<file path="config.mk">
export PLATFORM = sky130hd
export DESIGN_NAME = se_regs
export DESIGN_NICKNAME = d
export VERILOG_FILES = /design/src/hw/se_regs_pkg.sv /design/src/hw/se_regs.sv
export SDC_FILE = /design/constraint.sdc
export NUM_CORES = 1
export LEC_CHECK = 0
export BUFFER_PORTS_ARGS = -buffer_cell sky130_fd_sc_hd__buf_2
export CAP_MARGIN = 20
export CORE_MARGIN = 5
export CORE_UTILIZATION = 45
export DETAILED_ROUTE_END_ITERATION = 10
export PLACE_DENSITY_LB_ADDON = 0.05
export SKIP_LAST_GASP = 1
export SLEW_MARGIN = 20
export SYNTH_ARGS = -nofsm -noshare
export SYNTH_HDL_FRONTEND = slang
export SYNTH_SLANG_ARGS = --single-unit
</file>
<file path="constraint.sdc">
create_clock -name clk -period 7.6 [get_ports clk]
set_clock_uncertainty 0.15 [all_clocks]
set_input_delay 0.76 -clock clk [delete_from_list [all_inputs] [get_ports clk]]
set_output_delay 0.76 -clock clk [all_outputs]
set_load 0.02 [all_outputs]
</file>
<file path="src/hw/se_regs_pkg.sv">
package se_regs_pkg;
	// Group 0 register byte offsets
	localparam logic [7:0] OFS_CONFIG = 8'h00;
	localparam logic [7:0] OFS_IRQ_STATUS = 8'h08;
	localparam logic [7:0] OFS_IRQ_MASK = 8'h10;
	localparam logic [7:0] OFS_LIVE_STATUS = 8'h14;
	localparam logic [7:0] OFS_FIFO_LEVEL = 8'h18;
	localparam logic [7:0] OFS_LEGACY_FIFO = 8'h1c;
	// Group 1 register byte offsets
	localparam logic [7:0] OFS_CMD_RING = 8'h0c;
	localparam logic [7:0] OFS_SRC_RING = 8'h1c;
	// Status bit positions shared by status, mask and live registers
	localparam int BIT_INVALID_CMD = 15;
	localparam int BIT_DATA_ERR = 14;
	localparam int BIT_SRC_RDY = 13;
	localparam int BIT_DST_RDY = 12;
	localparam int BIT_DST_OVERRUN = 9;
	localparam int BIT_SRC_CMD = 7;
	localparam int BIT_SRC_CTX = 6;
	localparam int BIT_SRC_DATA = 5;
	localparam int BIT_DST_DATA = 4;
	localparam int BIT_DST_RESULT = 2;
	// Implemented bits of the status layout; all others read zero
	localparam logic [31:0] STATUS_MASK = 32'h0000_f2f4;
	// Identification request bit in the configuration register
	localparam int BIT_ID_REQ = 5;
	// Configuration register writable bits
	localparam logic [31:0] CONFIG_MASK = 32'h0000_03fe;
	// FIFO level field positions
	localparam int SRC_FREE_LSB = 8;
	localparam int DST_FILL_LSB = 0;
	localparam int LEVEL_W = 7;
	// Reset values
	localparam logic [31:0] RST_ZERO = 32'h0000_0000;
	localparam logic [31:0] RST_FIFO_LEVEL = 32'h0000_4040;
	// Ring pointers keep only dword addresses
	localparam logic [31:0] RING_MASK = 32'hffff_fffc;
	// Bus access request
	typedef struct packed {
		logic valid;
		logic write;
		logic group1;
		logic from_cpu;
		logic [7:0] addr;
		logic [31:0] wdata;
	} bus_req_t;
endpackage

</file>
<file path="src/hw/se_regs.sv">
`timescale 1ns/1ns
module se_regs #(
	parameter logic [31:0] IDENTIFICATION_REQUEST = 32'h0000_0a5a // Arbitrary value
) (
	input wire logic clk, // 100 MHz engine clock
	input wire logic rst_n, // Asynchronous reset, active low
	input wire se_regs_pkg::bus_req_t req, // Register access request
	output logic [31:0] rdata, // Read data, registered
	output logic rvalid, // Read data valid pulse
	input wire logic protected_mode, // Protected mode level
	input wire logic ev_invalid_cmd, // Illegal command event
	input wire logic ev_data_err, // Data register misuse event
	input wire logic ev_dst_overrun, // Destination overrun event
	input wire logic src_rdy, // Source FIFO ready level
	input wire logic dst_rdy, // Dest FIFO ready level
	input wire logic [2:0] src_phase, // Command, context, data phase
	input wire logic [1:0] dst_phase, // Data, result phase
	input wire logic [6:0] src_free, // Source FIFO free bytes
	input wire logic [6:0] dst_fill, // Dest FIFO held bytes
	input wire logic ring_adv_cmd, // DMA fetched a command descriptor
	input wire logic ring_adv_src, // DMA fetched a source descriptor
	output logic [31:0] cmd_ring_ptr, // Next command descriptor
	output logic [31:0] src_ring_ptr, // Next source descriptor
	output logic irq // Engine interrupt request
);
	// Reset release synchroniser
	logic rst_s1_reg;
	logic rst_s2_reg;
	always_ff @(posedge clk or negedge rst_n) begin
		if (!rst_n) begin
			rst_s1_reg <= 1'b0;
			rst_s2_reg <= 1'b0;
		end else begin
			rst_s1_reg <= 1'b1;
			rst_s2_reg <= rst_s1_reg;
		end
	end
	wire logic rsn = rst_s2_reg;

	// Access qualification
	wire logic rd = req.valid && !req.write;
	wire logic wr = req.valid && req.write;
	// Host bus blocked from every register in protected mode
	wire logic host_blk = protected_mode && !req.from_cpu;
	wire logic g0 = !req.group1;
	wire logic g1 = req.group1;
	wire logic hit_cfg = g0 && req.addr == se_regs_pkg::OFS_CONFIG && !host_blk;
	wire logic hit_sts = g0 && req.addr == se_regs_pkg::OFS_IRQ_STATUS && !host_blk;
	wire logic hit_msk = g0 && req.addr == se_regs_pkg::OFS_IRQ_MASK && !host_blk;
	wire logic hit_live = g0 && req.addr == se_regs_pkg::OFS_LIVE_STATUS && !host_blk;
	wire logic hit_lvl = g0 && req.addr == se_regs_pkg::OFS_FIFO_LEVEL && !host_blk;
	wire logic hit_leg = g0 && req.addr == se_regs_pkg::OFS_LEGACY_FIFO && !host_blk;
	wire logic hit_cmdr = g1 && req.addr == se_regs_pkg::OFS_CMD_RING && !host_blk;
	wire logic hit_srcr = g1 && req.addr == se_regs_pkg::OFS_SRC_RING && !host_blk;

	// Live status assembled from engine levels, no latching
	logic [31:0] live;
	always_comb begin
		live = '0;
		live[se_regs_pkg::BIT_SRC_RDY] = src_rdy;
		live[se_regs_pkg::BIT_DST_RDY] = dst_rdy;
		live[se_regs_pkg::BIT_INVALID_CMD] = ev_invalid_cmd;
		live[se_regs_pkg::BIT_DATA_ERR] = ev_data_err;
		live[se_regs_pkg::BIT_DST_OVERRUN] = ev_dst_overrun;
		live[se_regs_pkg::BIT_SRC_CMD] = src_phase[2];
		live[se_regs_pkg::BIT_SRC_CTX] = src_phase[1];
		live[se_regs_pkg::BIT_SRC_DATA] = src_phase[0];
		live[se_regs_pkg::BIT_DST_DATA] = dst_phase[1];
		live[se_regs_pkg::BIT_DST_RESULT] = dst_phase[0];
	end

	// Registers
	logic [31:0] cfg_reg;
	logic [31:0] sts_reg;
	logic [31:0] msk_reg;
	logic [31:0] leg_reg;
	logic [31:0] lvl_reg;
	logic [31:0] live_reg;

	// Write-one-to-clear; a new event in the same cycle wins
	wire logic [31:0] sts_clr = (wr && hit_sts) ? req.wdata : 32'h0000_0000;
	wire logic [31:0] sts_next = ((sts_reg & ~sts_clr) | live) & se_regs_pkg::STATUS_MASK;
	// Identification request self-clears after a live status read
	wire logic id_req = cfg_reg[se_regs_pkg::BIT_ID_REQ];
	wire logic live_rd = rd && hit_live;
	logic [31:0] cfg_next;
	always_comb begin
		cfg_next = cfg_reg;
		if (wr && hit_cfg) begin
			cfg_next = req.wdata & se_regs_pkg::CONFIG_MASK;
		end else if (live_rd) begin
			cfg_next[se_regs_pkg::BIT_ID_REQ] = 1'b0;
		end
	end
	// FIFO levels packed into their fields
	wire logic [31:0] lvl_next = {17'h0, src_free, 1'b0, dst_fill};

	// Register state
	always_ff @(posedge clk or negedge rsn) begin
		if (!rsn) begin
			cfg_reg <= se_regs_pkg::RST_ZERO;
			sts_reg <= se_regs_pkg::RST_ZERO;
			msk_reg <= se_regs_pkg::RST_ZERO;
			leg_reg <= se_regs_pkg::RST_ZERO;
			lvl_reg <= se_regs_pkg::RST_FIFO_LEVEL;
			live_reg <= se_regs_pkg::RST_ZERO;
		end else begin
			cfg_reg <= cfg_next;
			sts_reg <= sts_next;
			live_reg <= live;
			lvl_reg <= lvl_next;
			if (wr && hit_msk) begin
				msk_reg <= req.wdata & se_regs_pkg::STATUS_MASK;
			end
			if (wr && hit_leg) begin
				leg_reg <= req.wdata;
			end
		end
	end

	// Ring pointers; engine advances by one dword descriptor slot
	logic [31:0] cmdr_reg;
	logic [31:0] srcr_reg;
	always_ff @(posedge clk or negedge rsn) begin
		if (!rsn) begin
			cmdr_reg <= se_regs_pkg::RST_ZERO;
			srcr_reg <= se_regs_pkg::RST_ZERO;
		end else begin
			// Software write wins over engine advance
			if (wr && hit_cmdr) begin
				cmdr_reg <= req.wdata & se_regs_pkg::RING_MASK;
			end else if (ring_adv_cmd) begin
				cmdr_reg <= cmdr_reg + 32'h0000_0004;
			end
			if (wr && hit_srcr) begin
				srcr_reg <= req.wdata & se_regs_pkg::RING_MASK;
			end else if (ring_adv_src) begin
				srcr_reg <= srcr_reg + 32'h0000_0004;
			end
		end
	end
	assign cmd_ring_ptr = cmdr_reg;
	assign src_ring_ptr = srcr_reg;

	// Read mux; blocked host reads fall through to zero
	wire logic [31:0] live_view = id_req ? IDENTIFICATION_REQUEST : live_reg;
	logic [31:0] rd_mux;
	always_comb begin
		rd_mux = 32'h0000_0000;
		if (hit_cfg) rd_mux = cfg_reg;
		if (hit_sts) rd_mux = sts_reg;
		if (hit_msk) rd_mux = msk_reg;
		if (hit_live) rd_mux = live_view;
		if (hit_lvl) rd_mux = lvl_reg;
		if (hit_leg) rd_mux = leg_reg;
		if (hit_cmdr) rd_mux = cmdr_reg;
		if (hit_srcr) rd_mux = srcr_reg;
	end

	// Read port and interrupt
	always_ff @(posedge clk or negedge rsn) begin
		if (!rsn) begin
			rdata <= 32'h0000_0000;
			rvalid <= 1'b0;
			irq <= 1'b0;
		end else begin
			rvalid <= rd;
			rdata <= rd ? rd_mux : 32'h0000_0000;
			irq <= |(sts_next & msk_reg);
		end
	end

	// Checks
	a_irq_gate: assert property (@(posedge clk) disable iff (!rsn)
		irq == |($past(sts_next) & $past(msk_reg)))
		else $error("irq does not follow masked status");
	a_sticky_hold: assert property (@(posedge clk) disable iff (!rsn)
		$past(sts_reg[9]) && !$past(sts_clr[9]) |-> sts_reg[9])
		else $error("status bit dropped without clear");
	a_event_sets: assert property (@(posedge clk) disable iff (!rsn)
		ev_dst_overrun |=> sts_reg[se_regs_pkg::BIT_DST_OVERRUN])
		else $error("overrun event not captured");
	a_invalid_sets: assert property (@(posedge clk) disable iff (!rsn)
		ev_invalid_cmd |=> sts_reg[se_regs_pkg::BIT_INVALID_CMD])
		else $error("invalid command not captured");
	a_reserved_zero: assert property (@(posedge clk) disable iff (!rsn)
		(sts_reg & ~se_regs_pkg::STATUS_MASK) == 32'h0000_0000)
		else $error("reserved status bit set");
	a_host_blocked: assert property (@(posedge clk) disable iff (!rsn)
		rd && protected_mode && !req.from_cpu |=> rvalid && rdata == 32'h0000_0000)
		else $error("protected host read returned data");
	a_id_read: assert property (@(posedge clk) disable iff (!rsn)
		live_rd && id_req |=> rdata == IDENTIFICATION_REQUEST && !id_req)
		else $error("identification read wrong");
	a_phase_live: assert property (@(posedge clk) disable iff (!rsn)
		src_phase[2] |=> live_reg[se_regs_pkg::BIT_SRC_CMD])
		else $error("source command phase not shown");
	a_ring_align: assert property (@(posedge clk) disable iff (!rsn)
		$past(wr && hit_cmdr) |-> cmdr_reg[1:0] == 2'b00)
		else $error("command ring pointer misaligned");
	a_level_field: assert property (@(posedge clk) disable iff (!rsn)
		1'b1 |=> lvl_reg[14:8] == $past(src_free) && lvl_reg[6:0] == $past(dst_fill))
		else $error("fifo level fields wrong");
endmodule

</file>
# Word level (Yosys, flattened, before mapping)
# Cells that the tools add are included.
totals:
  ff_bits: 185
classes:
  addsub: 2
  eq_ne: 6
  muxes: 17
  bitwise_logic: 4
  reduce_logical: 35
ops:
  columns: ["cell", "count"]
  rows:
  - ["2-to-1 mux 32 bit", 9]
  - ["2-to-1 mux 16 bit", 5]
  - ["adder 32 x 3 -> 32 bit (second input constant)", 2]
  - ["bitwise AND 16 bit", 2]
  - ["equality test 8 x 5 -> 1 bit (second input constant)", 4]
  - ["OR reduction 32 bit", 1]
  - ["logical AND 1 bit", 26]
  - ["equality test 8 x 4 -> 1 bit (second input constant)", 2]
  - ["NOT 16 bit", 1]
  - ["bitwise OR 16 bit", 1]
  - ["2-to-1 mux 10 bit", 1]
  - ["logical NOT 8 bit", 1]
  - ["nonzero test 2 bit", 3]
  - ["logical NOT 1 bit", 4]
  - ["2-to-1 mux 1 bit", 2]

# Longest topological paths before layout
logic_depth:
  depth_word: 13
  mapped_depth: 8
  depth_no_buf: 6

# Worst setup path after synthesis
# No wires, ideal clock.
synth_path:
  path_type: "input -> register"
  startpoint: "in req[32] (netlist bit)"
  endpoint: "reg irq"
  arrival_time_ps: 2415
  required_time_ps: 7307
  slack_ps: 4892
  path_stages: 6
  path_buffers: 1
  path_cell_list: "buf_2 or4b_4 nor4_4 a41oi_2 a2111oi_2 nand3_1"
synth_between:
  elab_chain_cells: 10
synth_lines:
  columns: ["item", "line_no", "rtl"]
  rows:
  - ["from (decl)", "se_regs.sv:7", "input wire se_regs_pkg::bus_req_t req,"]
  - ["equality test 8 x 4 -> 1 bit", "se_regs.sv:48", "wire logic hit_sts = g0 && req.addr == se_regs_pkg::OFS_IRQ_STATUS && !host_blk;"]
  - ["logical AND 1 bit (2 in a row)", "se_regs.sv:48", null]
  - ["logical AND 1 bit", "se_regs.sv:81", "wire logic [31:0] sts_clr = (wr && hit_sts) ? req.wdata : 32'h0000_0000;"]
  - ["2-to-1 mux 16 bit", "se_regs.sv:81", null]
  - ["NOT 16 bit", "se_regs.sv:82", "wire logic [31:0] sts_next = ((sts_reg & ~sts_clr) | live) & se_regs_pkg::STATUS_MASK;"]
  - ["bitwise AND 16 bit", "se_regs.sv:82", null]
  - ["bitwise OR 16 bit", "se_regs.sv:82", null]
  - ["via sts_next[12]", "se_regs.sv:82", null]
  - ["bitwise AND 16 bit", "se_regs.sv:169", "irq <= |(sts_next & msk_reg);"]
  - ["OR reduction 32 bit", "se_regs.sv:169", null]
  - ["to (signal assigned)", "se_regs.sv:169", null]
  - ["to (decl)", "se_regs.sv:24", "output logic irq"]
# The timed path passes the listed nets, and every way through them passes these cells.
# A chain may end at the register's enable or synchronous reset.

# Worst setup path after layout
layout_path:
  startpoint: "in req[34] (netlist bit)"
  endpoint: "reg srcr_reg[31] (netlist: src_ring_ptr[31])"
layout_between:
  elab_chain_cells: 5
  word_cells_on_any_way: 6
  cone_classes: "eq/ne: 1; mux: 1; reduce/logical: 4"
layout_lines:
  columns: ["item", "line_no", "rtl"]
  rows:
  - ["equality test 8 x 5 -> 1 bit (*)", "se_regs.sv:54", "wire logic hit_srcr = g1 && req.addr == se_regs_pkg::OFS_SRC_RING && !host_blk;"]
  - ["logical AND 1 bit (*) (2 in a row)", "se_regs.sv:54", null]
  - ["logical AND 1 bit (*)", "se_regs.sv:135", "if (wr && hit_srcr) begin"]
  - ["2-to-1 mux 32 bit or nonzero test 2 bit (tied branches)", null, null]
  - ["to (signal assigned)", "se_regs.sv:127", "srcr_reg <= se_regs_pkg::RST_ZERO;"]
  - ["to (signal assigned)", "se_regs.sv:136", "srcr_reg <= req.wdata & se_regs_pkg::RING_MASK;"]
  - ["to (signal assigned)", "se_regs.sv:138", "srcr_reg <= srcr_reg + 32'h0000_0004;"]
  - ["to (decl)", "se_regs.sv:123", "logic [31:0] srcr_reg;"]
# Mark *: on every way between the ends. The rest lies on a longest branch, timed or not.

==> impl_metrics.yaml <==
detailed_routing:
  vias_per_cell: 5.72
  drt_iter0_drc: 604
  vias: 7240
  drt-total-wl_um: 26500
  firstDrtPassIters: 5
  drc: 0
  routedWlPerCell_um: 21.0
  antenna_left: 0
sta:
  hold_viol_final: 0
  post-route-period-util_pct: 42.9
  setup_violations: 0
  slew_viol_final: 0
  worst_pin_slew_ns: 1.07
  setup_ws_ns: 4.34
  max_slew_margin_pct: 28.3
  min_period_ns: 3.26
  rsz0062_at_grt: "false"
  hold_slack_ns: 0.208
  fmaxAchievable_mhz: 307
  tns_ns: 0
clock_network:
  htree_levels: 4
  max-clock-path-buffers: 2
  cts_buffers: 17
  cts_tree: "built"
  post-cts-setup-buffers: 0
  cts.sinks: 181
  clkLatencyLatePin_ns: 0.44
  clk_pin_slew_ns: 0.07
  cts_root_buf: "clkbuf_16"
  ctsResizeCount: 0
floorplan:
  die_area_mm2: 0.0221
  row_count: 50
  coreArea_mm2: 0.0188
  ios: 171
  die_w_um: 149
  die_y_um: 149
  start_util_pct: 46.0
placement:
  dp_cells: 1232
  dp_hpwl_um: 18700
  port_buffers: 166
  place_congestion: 0.890
  placed_area_mm2: 0.00972
  pre_cts_slack_ns: 3.94
critical_path:
  worstPathRequired_ns: 7.72
  crit_path_end_kind: "flip-flop"
  critPathArrivalTime_ns: 3.38
  r2r-start: "cmd_ring_ptr[3]$_DFFE_PN0N_"
  crit_path_max_incr_delay_ns: 0.66
  reg2reg_to: "cmd_ring_ptr[30]$_DFFE_PN0N_"
  cpMaxStageDelayCell: "nand2_2"
  r2r_slack_ns: 5.21
  crit_path_max_fanout: 60
  reg2regPathDepth: 6
  crit_chain: "buf_2 > nand4bb_1 > nor4_4 > buf_4 > nand2_2 > nor2_1 > a21oi_1"
  crit_type: "primary input to flip-flop"
  cp-start-kind: "primary input"
layout:
  final_cells: 1266
  drive_above_1_share_pct: 28.0
  final_util_pct: 54.9
  syn_to_final_growth_pct: 19.4
  layout_commonest_cell: "dfrtp_1"
  final_nets: 1067
  n_fill_cell: 1728
  fin_area_mm2: 0.0103
  final_cell_mix: "dfrtp_1, buf_2, nor2_1"
global_routing:
  grt-ovfl-total: 0
  grt_antenna_before_repair: 1
  grt_pass1_wl_um: 41400
  grt_pass1_vias: 7264
  grt.total_usage_pct: 24.2
  grt_max_degree: 72
yosys:
  postSynthCellCount: 839
  yosys.cell_types.count: 62
  synthArstFlopShare_pct: 100
  syn-cell-area_mm2: 0.00866
  synth_flop_cell: "dfrtp_1"
  ys_ff_latch: 181
  ys_seq_area_share_pct: 52.4
  synth.avg_cell_area_um2: 10.3
  synth_edf_count: 0
  yosys_warnings: 0
min_path:
  min_delay_path_depth: 0
  hold_start: "rst_s1_reg$_DFF_PN0_"
  hold_end: "rsn$_DFF_PN0_"
  min_path_type: "flip-flop to flip-flop"
flow_run:
  maxCapViolations: 0
status:
  status: "completed"
power:
  p_per_area_mw_per_mm2: 224
  ir_worst_vdd_uv: 182
  leakage_nw: 4.70
  total_power_mw: 2.31
==> worst max-delay path by stage <==
stage             startpoint                            to  slack [ns]
4_1_cts              req[34]  src_ring_ptr[25]$_DFFE_PN0N_        4.39
2_1_floorplan  rsn$_DFF_PN0_        cfg_reg[1]$_DFFE_PN0P_        2.04
3_5_place_dp         req[34]  src_ring_ptr[31]$_DFFE_PN0N_        3.94
3_3_place_gp         req[34]  src_ring_ptr[31]$_DFFE_PN0N_        4.02
5_1_grt              req[34]   src_ring_ptr[2]$_DFFE_PN0N_        4.12
6_report             req[34]  src_ring_ptr[31]$_DFFE_PN0N_        4.34
==> synth_stat cells, types with 8 or more instances <==
library cell  count  area share, %
clkbuf_1         32            1.4
a22oi_1          25            2.2
nand4_1          22            1.6
o21ai_0          39            2.3
nand2_1          52            2.3
mux2i_1           8           0.93
inv_1             9           0.39
nand3_1          26            1.5
xor2_1           30            3.0
nor3_1           13           0.75
nor2_1           94            4.1
dfrtp_1         179             52
mux2_2           48            6.2
and4_1            9           0.91
a21oi_1          91            5.3
xnor2_1          28            2.8
nor4_1           12           0.87
and3_1            9           0.65
==> routing by layer <==
metal  GRT usage, %  wire, um  up-vias
met3           4.27      1590       40
met1           34.8     12100     3611
li1               -         -     3337
met4           7.44       486        0
met5              0         0        -
met2           37.4     12300      252
==> timing repair <==
item	in CTS	in global routing
endpoints found under the hold margin	2	0
endpoints found under the setup margin	0	0
hold buffers	1	0
==> cell type report <==
type	instances	area [um^2]	area share [%]
Clock inverter	13	145	1.40
Tap cell	260	325	3.15
Timing Repair Buffer	180	938	9.08
Clock buffer	19	453	4.38
Antenna cell	1	2.50	0.0242
Inverter	9	33.8	0.327
Multi-Input combinational cell	603	3910	37.8
Sequential cell	181	4540	43.9
==> worst max-delay path: cells and delay by family <==
kind / cells / cell delay (ns)
AO/OA/AOI/OAI: 1 / 0.07
buffers and inverters: 2 / 0.68
AND/OR/NAND/NOR: 4 / 1.86
==> logic make-up after synthesis <==
group | after synthesis | share of synthesized area, %
and+or+nand+nor | 281 | 17.1
AOI/OAI and AO/OA | 200 | 14.0
DFF | 181 | 52.4
xor gates and xnor gates | 58 | 5.87
buffers and inverters | 58 | 2.96
muxes | 57 | 7.30
adders and majority gates | 2 | 0.289
other | 2 | 0.0868
==> where the power goes <==
group          leakage [nW]  internal, mW  switching (mW)
clock                 0.287         0.507           0.398
combinational          2.05         0.110           0.189
sequential             2.37          1.02          0.0942
total                  4.70          1.63           0.681
Power figures use the tool's default switching activity.
